==> config.mk <==
export PLATFORM = sky130hd
export DESIGN_NAME = tgw_timer_group
export DESIGN_NICKNAME = d
export VERILOG_FILES = /design/src/pkg/tgw_pkg.sv /design/src/hw/tgw_timer_group.sv
export SDC_FILE = /design/constraint.sdc
export NUM_CORES = 2
export LEC_CHECK = 0
export ABC_CLOCK_PERIOD_IN_PS = 43000
export BUFFER_PORTS_ARGS = -buffer_cell sky130_fd_sc_hd__buf_2
export CAP_MARGIN = 20
export CORE_ASPECT_RATIO = 1.25
export CORE_MARGIN = 5
export CORE_UTILIZATION = 60
export CTS_BUF_LIST = sky130_fd_sc_hd__clkbuf_16
export DETAILED_ROUTE_END_ITERATION = 8
export PLACE_DENSITY = 0.79
export SLEW_MARGIN = 20
export SYNTH_ARGS = -nofsm -noshare
export SYNTH_HDL_FRONTEND = slang
export SYNTH_SLANG_ARGS = --single-unit
==> constraint.sdc <==
create_clock -name clk_i -period 43 [get_ports clk_i]
set_input_delay 2.15 -clock clk_i [delete_from_list [all_inputs] [get_ports clk_i]]
set_output_delay 2.15 -clock clk_i [all_outputs]
set_load 0.01 [all_outputs]
==> src/pkg/tgw_pkg.sv <==
package tgw_pkg;
  localparam int unsigned TMR_W = 64;
  localparam int unsigned PRE_W = 16;
  localparam int unsigned WDT_W = 32;
  localparam int unsigned STAGES = 4;
  localparam logic [PRE_W-1:0] PRE_MIN = 16'h0002;
  localparam logic [15:0] WP_KEY = 16'h50D1;

  typedef enum logic [1:0] {
    TGW_ACT_OFF = 2'h0,
    TGW_ACT_INT = 2'h1,
    TGW_ACT_CPU = 2'h2,
    TGW_ACT_CORE = 2'h3
  } tgw_act_e;

  typedef enum logic [1:0] {
    TGW_ST0 = 2'h0,
    TGW_ST1 = 2'h1,
    TGW_ST2 = 2'h3,
    TGW_ST3 = 2'h2
  } tgw_stage_e;

  typedef struct packed {
    logic en;
    logic up;
    logic autoreload;
    logic alarm_en;
    logic level_int;
    logic [PRE_W-1:0] div;
    logic [TMR_W-1:0] alarm;
    logic [TMR_W-1:0] load;
  } tgw_tmr_cfg_s;

  typedef struct packed {
    logic en;
    logic sys_reset_ok;
    logic [STAGES-1:0][1:0] act;
    logic [STAGES-1:0][WDT_W-1:0] tmo;
  } tgw_wdt_cfg_s;

  typedef struct packed {
    logic irq;
    logic cpu_rst;
    logic core_rst;
    logic sys_rst;
  } tgw_wdt_out_s;
endpackage

==> src/hw/tgw_timer_group.sv <==
`timescale 1ns/1ps
// Notes on behaviour
// - timer time base is a 64-bit counter
// - tick comes from 16-bit prescaler, divide 2 to 65536
// - up/down select chooses increment or decrement per tick
// - halt holds the count; resume continues from the held value
// - reload on alarm if auto-reload enabled, and on software reload command
// - alarm interrupt is either held level or single-cycle pulse
// - two main watchdogs here plus one always-on domain watchdog
// - four stages, each configurable or disabled independently
// - each stage has its own timeout, 32-bit expiry counter
// - stage expiry performs its action: interrupt, cpu, core or system reset
// - only the always-on watchdog may issue system reset
// - watchdog config writes ignored unless protection first unlocked
// - flash boot starts always-on and first main watchdog automatically
// - flash boot not finished in time reboots whole system
module tgw_timer_group #(
  parameter int unsigned NWDT = 3
) (
  input wire logic clk_i,
  input wire logic rst_i,
  input wire tgw_pkg::tgw_tmr_cfg_s tmr_cfg_i,
  input wire logic tmr_reload_i,
  input wire logic tmr_int_clr_i,
  input wire logic wp_key_wr_i,
  input wire logic [15:0] wp_key_i,
  input wire logic [NWDT-1:0] wdt_cfg_wr_i,
  input wire tgw_pkg::tgw_wdt_cfg_s wdt_cfg_i,
  input wire logic [NWDT-1:0] wdt_feed_i,
  input wire logic [NWDT-1:0] wdt_int_clr_i,
  input wire logic flash_boot_i,
  input wire logic boot_done_i,
  output logic [tgw_pkg::TMR_W-1:0] tmr_count_o,
  output logic tmr_int_o,
  output logic wp_locked_o,
  output tgw_pkg::tgw_wdt_out_s [NWDT-1:0] wdt_out_o,
  output logic [NWDT-1:0][1:0] wdt_stage_o
);
  // index NWDT-1 is the always-on domain watchdog, index 0 the first main one
  localparam int unsigned AON = NWDT - 1;
  // stage count mirrored locally so the reset defaults can size the timeouts
  localparam int unsigned STAGES = tgw_pkg::STAGES;

  // all state sits in one struct: the comb block edits a copy and the
  // register stage takes it whole, so no field can miss its flop
  // limitation: the stage output is decoded from the gray-coded state,
  // so it is one small decode behind the stage register

  typedef struct packed {
    logic [tgw_pkg::TMR_W-1:0] cnt;
    logic [tgw_pkg::PRE_W-1:0] pre;
    logic irq;
    logic locked;
    logic boot_armed;
    tgw_pkg::tgw_wdt_cfg_s [NWDT-1:0] cfg;
    logic [NWDT-1:0][tgw_pkg::WDT_W-1:0] wcnt;
    tgw_pkg::tgw_stage_e [NWDT-1:0] stage;
    tgw_pkg::tgw_wdt_out_s [NWDT-1:0] wout;
  } tgw_state_s;

  tgw_state_s s_reg;
  tgw_state_s s_next;

  // stage walk 0,1,2,3 then back to 0; the last stage wraps so that an
  // unfed watchdog keeps repeating its escalation rather than parking
  function automatic tgw_pkg::tgw_stage_e next_stage(
    input tgw_pkg::tgw_stage_e st);
    case (st)
      tgw_pkg::TGW_ST0: next_stage = tgw_pkg::TGW_ST1;
      tgw_pkg::TGW_ST1: next_stage = tgw_pkg::TGW_ST2;
      tgw_pkg::TGW_ST2: next_stage = tgw_pkg::TGW_ST3;
      default: next_stage = tgw_pkg::TGW_ST0;
    endcase
  endfunction

  // gray state to plain index, used to pick the per-stage action and timeout
  function automatic logic [1:0] stage_idx(input tgw_pkg::tgw_stage_e st);
    case (st)
      tgw_pkg::TGW_ST0: stage_idx = 2'h0;
      tgw_pkg::TGW_ST1: stage_idx = 2'h1;
      tgw_pkg::TGW_ST2: stage_idx = 2'h2;
      default: stage_idx = 2'h3;
    endcase
  endfunction

  logic tick;
  logic alarm_hit;
  logic [tgw_pkg::PRE_W-1:0] div_eff;
  logic [1:0] si;
  logic [1:0] act;

  always_comb begin
    s_next = s_reg;
    tick = 1'b0;
    alarm_hit = 1'b0;
    si = 2'h0;
    act = 2'h0;
    // divider 0 means 65536; 1 is raised to the minimum of 2
    div_eff = tmr_cfg_i.div;
    if (div_eff == 16'h0001) begin
      div_eff = tgw_pkg::PRE_MIN;
    end
    if (tmr_cfg_i.en) begin
      if (s_reg.pre == div_eff - 16'h0001) begin
        s_next.pre = '0;
        tick = 1'b1;
      end else begin
        s_next.pre = s_reg.pre + 16'h0001;
      end
    end
    if (tick) begin
      if (tmr_cfg_i.up) begin
        s_next.cnt = s_reg.cnt + 64'h1;
      end else begin
        s_next.cnt = s_reg.cnt - 64'h1;
      end
    end
    // alarm compares the value the counter is about to take, so the
    // interrupt and any reload land on the same edge as the match
    alarm_hit = tick && tmr_cfg_i.alarm_en &&
      (s_next.cnt == tmr_cfg_i.alarm);
    if (tmr_reload_i || (alarm_hit && tmr_cfg_i.autoreload)) begin
      s_next.cnt = tmr_cfg_i.load;
    end
    // a software reload wins over the tick and over the alarm reload
    // level mode: an alarm in the same cycle as a clear keeps the flag set
    if (tmr_cfg_i.level_int) begin
      if (alarm_hit) begin
        s_next.irq = 1'b1;
      end else if (tmr_int_clr_i) begin
        s_next.irq = 1'b0;
      end
    end else begin
      s_next.irq = alarm_hit;
    end

    // write protection: correct key unlocks, any other key relocks
    if (wp_key_wr_i) begin
      s_next.locked = (wp_key_i != tgw_pkg::WP_KEY);
    end
    if (boot_done_i) begin
      s_next.boot_armed = 1'b0;
    end

    // reset requests are one-cycle pulses; the watchdog irq is a level that
    // a clear drops unless an expiry sets it again in the same cycle
    for (int w = 0; w < NWDT; w++) begin
      si = stage_idx(s_reg.stage[w]);
      act = s_reg.cfg[w].act[si];
      s_next.wout[w].cpu_rst = 1'b0;
      s_next.wout[w].core_rst = 1'b0;
      s_next.wout[w].sys_rst = 1'b0;
      if (wdt_int_clr_i[w]) begin
        s_next.wout[w].irq = 1'b0;
      end
      if (wdt_cfg_wr_i[w] && !s_reg.locked) begin
        s_next.cfg[w] = wdt_cfg_i;
        s_next.cfg[w].sys_reset_ok = (w == AON);
        s_next.wcnt[w] = '0;
        s_next.stage[w] = tgw_pkg::TGW_ST0;
      end else if (wdt_feed_i[w] || !s_reg.cfg[w].en) begin
        s_next.wcnt[w] = '0;
        s_next.stage[w] = tgw_pkg::TGW_ST0;
      end else if (s_reg.wcnt[w] >= s_reg.cfg[w].tmo[si]) begin
        s_next.wcnt[w] = '0;
        s_next.stage[w] = next_stage(s_reg.stage[w]);
        case (act)
          tgw_pkg::TGW_ACT_INT: s_next.wout[w].irq = 1'b1;
          tgw_pkg::TGW_ACT_CPU: s_next.wout[w].cpu_rst = 1'b1;
          tgw_pkg::TGW_ACT_CORE: s_next.wout[w].core_rst = 1'b1;
          default: s_next.wout[w].irq = s_next.wout[w].irq;
        endcase
        // last stage of the always-on watchdog escalates to full reset
        if (s_reg.cfg[w].sys_reset_ok && act != tgw_pkg::TGW_ACT_OFF &&
            s_reg.stage[w] == tgw_pkg::TGW_ST3) begin
          s_next.wout[w].sys_rst = 1'b1;
        end
      end else begin
        s_next.wcnt[w] = s_reg.wcnt[w] + 32'h1;
      end
    end

    // boot arming: the always-on and first main watchdog run on their own
    if (flash_boot_i && s_reg.boot_armed && !boot_done_i) begin
      s_next.cfg[0].en = 1'b1;
      s_next.cfg[AON].en = 1'b1;
      s_next.cfg[AON].sys_reset_ok = 1'b1;
    end
  end

  // reset leaves every watchdog disabled with the slowest timeouts, so a
  // stray enable cannot fire until the longest timeout has run out
  always_ff @(posedge clk_i or posedge rst_i) begin
    if (rst_i) begin
      s_reg <= '0;
      s_reg.locked <= 1'b1;
      s_reg.boot_armed <= 1'b1;
      for (int w = 0; w < NWDT; w++) begin
        s_reg.cfg[w].act <= {tgw_pkg::TGW_ACT_CPU, tgw_pkg::TGW_ACT_CPU,
          tgw_pkg::TGW_ACT_CPU, tgw_pkg::TGW_ACT_CPU};
        s_reg.cfg[w].tmo <= {STAGES{32'hFFFF_FFFF}};
      end
    end else begin
      s_reg <= s_next;
    end
  end

  assign tmr_count_o = s_reg.cnt;
  assign tmr_int_o = s_reg.irq;
  assign wp_locked_o = s_reg.locked;
  assign wdt_out_o = s_reg.wout;
  always_comb begin
    for (int w = 0; w < NWDT; w++) begin
      wdt_stage_o[w] = stage_idx(s_reg.stage[w]);
    end
  end
endmodule

# Word-level counts from Yosys, hierarchy flattened

Cells that the tools add are included.

Add/sub/neg operators: 7
Order comparisons: 6
Reduce and logical (&&, ||, !) cells: 28
Equality and inequality tests: 21
Mux-type cells: 72

Operators with widths:

| operator              | number |
|---|---|
| $mux 32               | 12 |
| $mux 138              | 2 |
| $bmux 32 s2           | 3 |
| $mux 64               | 3 |
| $add 32x1->32 const B | 3 |
| $ge 32x32->1          | 3 |
| $add 64x1->64 const B | 1 |
| $eq 64x64->1          | 1 |
| $sub 64x1->64 const B | 1 |
| $mux 4                | 9 |
| $pmux 2 s3            | 6 |
| $mux 16               | 2 |
| $mux 2                | 13 |
| $eq 2x2->1 const B    | 10 |
| $mux 1                | 19 |
| $add 16x1->16 const B | 1 |
| $eq 16x1->1 const B   | 1 |
| $eq 16x16->1          | 1 |
| $ne 16x15->1 const B  | 1 |
| $sub 16x1->16 const B | 1 |
| $bmux 2 s2            | 3 |
| $eq 2x1->1 const B    | 6 |
| $logic_and 1x1->1     | 10 |
| $lt 2x3->1 const B    | 3 |
| other kinds (6)       | 19 |

Output and inout port bits: 84
Bits in registers: 609
Logic and storage cells: 185

# Depth between registers and ports, before layout

Word-level depth: 12
Depth in mapped cells: 22
Gate-level depth less buffers: 20

# Least setup slack after synthesis

No wires, ideal clock.

Path type: in2reg
Start point: in tmr_cfg_i[147] in the netlist's numbering
End point: reg s_reg, in the netlist tmr_count_o[10]
Stages on the path: 17
Data required time: 42.875 ns
Arrival: 7.420 ns
Setup slack: 35.455 ns
Cells stage by stage: inv_1 ha_1 a211oi_1 o21ai_0 a311oi_1 a211oi_1 o41a_1 xnor3_1 o221ai_1 or4_1 a2111oi_0 a41oi_1 and4b_1 a41oi_1 buf_4 buf_6 mux2_4

RTL lines:

| element              | line                   | text |
|---|---|---|
| from (decl)          | tgw_timer_group.sv:22  | `input wire tgw_pkg::tgw_tmr_cfg_s tmr_cfg_i,` |
| to (signal assigned) | tgw_timer_group.sv:204 | `s_reg <= s_next;` |
| to (decl)            | tgw_timer_group.sv:61  | `tgw_state_s s_reg;` |

==> results.sh <==
export IMPL_status="finished, final reports clean"
export IMPL_ir_drop_mv=0.0387
export IMPL_grt_pass1_wl_mm=165
export IMPL_synth_xor_area_share_pct=5.76
export IMPL_startpoint="tmr_cfg_i[147]"
export IMPL_async_flop_share_pct=100
export IMPL_top_usage_layer="met2"
export IMPL_min_from="s_reg[526]$_DFFE_PP0P_"
export IMPL_layout_drive_gt1_share_pct=41.3
export IMPL_ys_flop_type="dfstp_2"
export IMPL_grt_util_met2_pct=54.8
export IMPL_rsz0062_at_grt="false"
export IMPL_synth_simple_gate_area_share_pct=10.6
export IMPL_cts_root_buffer_cell="clkbuf_16"
export IMPL_synth_top_family_by_area="multiplexers"
export IMPL_timing_critical_path_fanout_max=63
export IMPL_setup_tns_ns=0
export IMPL_drcViolationCount=0
export IMPL_antenna_found_initial=15
export IMPL_clock_skew_ns=0.0238
export IMPL_htreeDepth=2
export IMPL_yosysWarnings=0
export IMPL_numCtsBuffers=61
export IMPL_synth_compound_area_share_pct=8.97
export IMPL_maxSlewHeadroom_pct=23.5
export IMPL_r2r_worst_path_cells=16
export IMPL_setup_viol=0
export IMPL_grt_max_degree=171
export IMPL_io_pins=403
export IMPL_synthAdderAreaFrac_pct=5.99
export IMPL_finalCriticalPeriod_ns=8.83
export IMPL_critPathKind="in -> reg"
export IMPL_synth_edf_count=0
export IMPL_gp_congestion=1.02
export IMPL_synth_distinct_cells=92
export IMPL_cts_buffer_depth=3
export IMPL_die_h_microns=289
export IMPL_area_growth_pct=11.3
export IMPL_post_dp_hpwl_mm=82.0
export IMPL_placementRows=102
export IMPL_drt_iter0_drc=1862
export IMPL_holdBufCountCts=0
export IMPL_initial_core_util_pct=60.4
export IMPL_cap_viol_max_count=0
export IMPL_cp_required_ns=43.52
export IMPL_synth_seq_cells=607
export IMPL_drv_slew=0
export IMPL_syn_inst=3359
export IMPL_overflow=0
export IMPL_hold_viol=0
export IMPL_dp_slack_ns=33.67
export IMPL_yosysSeqAreaShare_pct=42.1
export IMPL_synthMuxAreaShare_pct=21.6
export IMPL_worst_hold_path_type="reg -> reg"
export IMPL_cp_end_kind="register"
export IMPL_portBuffers=399
export IMPL_drt_vias_per_instance=6.13
export IMPL_worst_pin_slew_ns=1.13
export IMPL_p_leak_nw=18.2
export IMPL_whs_path_depth=2
export IMPL_met3_usage_pct=5.41
export IMPL_dieArea_sq_mm=0.0672
export IMPL_clkSinkCount=607
export IMPL_grt_pass1_vias=28200
export IMPL_layout_nets=4129
export IMPL_period_share_pct=20.5
export IMPL_avgSynthCellArea_sq_um=11.1
export IMPL_postCtsSetupBuffers=0
export IMPL_wl_per_cell_microns=24.1
export IMPL_critPathLaunchType="input port"
export IMPL_syn_area_sq_mm=0.0373
export IMPL_coreArea_sq_mm=0.0618
export IMPL_worst_slack_ns=34.17
export IMPL_largest_register_ffs=531
export IMPL_cts_tree="yes"
export IMPL_critPathArrivalTime_ns=9.35
export IMPL_ant_nets=0
export IMPL_met1_usage_pct=38.4
export IMPL_max_freq_mhz=113
export IMPL_vias=27700
export IMPL_cts_resized=0
export IMPL_routed_wl_mm=109
export IMPL_rr_startpoint="tmr_count_o[31]$_DFF_PP0_"
export IMPL_worstSkewPairLatency_ns=0.65
export IMPL_fp_dieW_microns=233
export IMPL_grt_total_usage_pct=31.7
export IMPL_drt_pass1_iterations=5
export IMPL_clkSlewWorstSetupHoldPaths_ns=0.06
export IMPL_powerDensity_mw_per_mm2=37.6
area by class of cell:
class / instances / area [sq um]
clock inverters: 50 / 412
repair buffers: 430 / 2250
diodes: 13 / 32.5
inverters: 181 / 687
fillers: 4655 / 20300
well taps: 832 / 1040
multi-input cells: 2351 / 19800
clock buffers: 63 / 1580
flip-flops and latches: 607 / 15700
worst max-delay path: stages:
cell and delay, ns:
buf_2 0.14, inv_2 0.05, buf_4 0.64, ha_1 0.47, a21oi_1 0.34, o21ai_0 0.18, a2111oi_0 0.92, nand3_1 0.16
o211ai_1 0.74, o21ai_1 0.36, a31oi_1 0.37, a21oi_1 0.12, a2111oi_0 0.55, nand4_1 0.21, nor4_2 0.52, a41oi_4 0.18
buf_4 0.29, buf_4 0.40, mux2_4 0.40
Yosys cell counts, drive strengths merged, types with 7 or more instances:
| library cell | instances | area share (%) |
|---|---|---|
| a2111oi | 11 | 0.28 |
| a31oi | 13 | 0.22 |
| and3 | 39 | 0.65 |
| dfrtp | 209 | 14 |
| nor4 | 18 | 0.34 |
| nor3 | 51 | 0.74 |
| o21bai | 12 | 0.24 |
| a21o | 60 | 1.2 |
| o211ai | 26 | 0.52 |
| o21a | 15 | 0.30 |
| dfstp | 398 | 28 |
| nand3 | 70 | 0.94 |
| nand4 | 60 | 1.0 |
| mux4 | 102 | 6.2 |
| ha | 177 | 5.9 |
| and2 | 12 | 0.20 |
| a211oi | 23 | 0.46 |
| o31ai | 11 | 0.22 |
| inv | 181 | 1.8 |
| a21oi | 143 | 1.9 |
| a21boi | 9 | 0.18 |
| nor2 | 247 | 2.5 |
| nand2b | 21 | 0.35 |
| o221ai | 8 | 0.19 |
| o21ai | 112 | 1.5 |
| and4 | 11 | 0.26 |
| a221oi | 7 | 0.16 |
| or4 | 7 | 0.15 |
| or3 | 8 | 0.13 |
| nand2 | 211 | 2.1 |
| xnor2 | 99 | 2.3 |
| buf | 105 | 2.0 |
| clkbuf | 116 | 1.2 |
| xor2 | 133 | 3.1 |
| nor2b | 24 | 0.40 |
| mux2 | 465 | 14 |
| o22ai | 9 | 0.15 |
| mux2i | 36 | 0.97 |
placed cells by master (no fill, tap or decap), types with 39 or more instances in the layout:
master and instances:
mux2_2 420, buf_2 399, dfstp_2 398, nor2_1 246
nand2_1 211, dfrtp_1 209, inv_1 191, ha_1 174
a21oi_1 143, xor2_1 133, o21ai_0 109, mux4_2 102
xnor2_1 99, nand3_1 69, clkbuf_16 63, a21o_1 60
nand4_1 59, nor3_1 48, mux2_4 45, and3_1 39
routing by layer:
layer,vias to the layer above,share of wire [%]
met2,1020,50
met3,299,6.7
met1,13800,38
met4,10,5.9
li1,12600,-
met5,-,0.048
worst paths after layout:
path / to / slack [ns]
worst max-delay path: tmr_count_o[16]$_DFF_PP0_ / 34.17
max in group asynchronous: s_reg[56]$_DFF_PP0_ / 38.96
worst min register to register: s_reg[526]$_DFFE_PP0P_ / 0.49
worst min-delay path: s_reg[526]$_DFFE_PP0P_ / 0.49
min in group asynchronous: s_reg[531]$_DFFE_PP0P_ / 1.62
worst max register to register: tmr_count_o[16]$_DFF_PP0_ / 36.02
stage by stage:
stage               cell area, sq um  std cells  total power, W  hold WS [ns]  utilization (%)
global placement               39500       4401         0.00102         0.467             63.9
detailed placement             39500       4401         0.00103         0.479             63.9
CTS                            41500       4514         0.00157         0.494             67.1
finish                         41500       4527         0.00156         0.487             67.2
floorplan                      37300       3360        0.000922         0.443                -
global route                   41500       4518         0.00163         0.527             67.2
report_power, final:
part | leakage, nW | internal (W) | switching, W
sequential | 6.90 | 0.000657 | 0.0000410
combinational | 10.3 | 0.000145 | 0.000189
clock | 1.02 | 0.000291 | 0.000239
cells by family after synthesis:
family,count (synthesis)
fa+ha+maj,178
mux,603
buf+inv,402
other cells,1
compound gates,516
simple gates,815
flops,607
xor+xnor,237
Note: power is estimated with default switching activity, not from simulation.
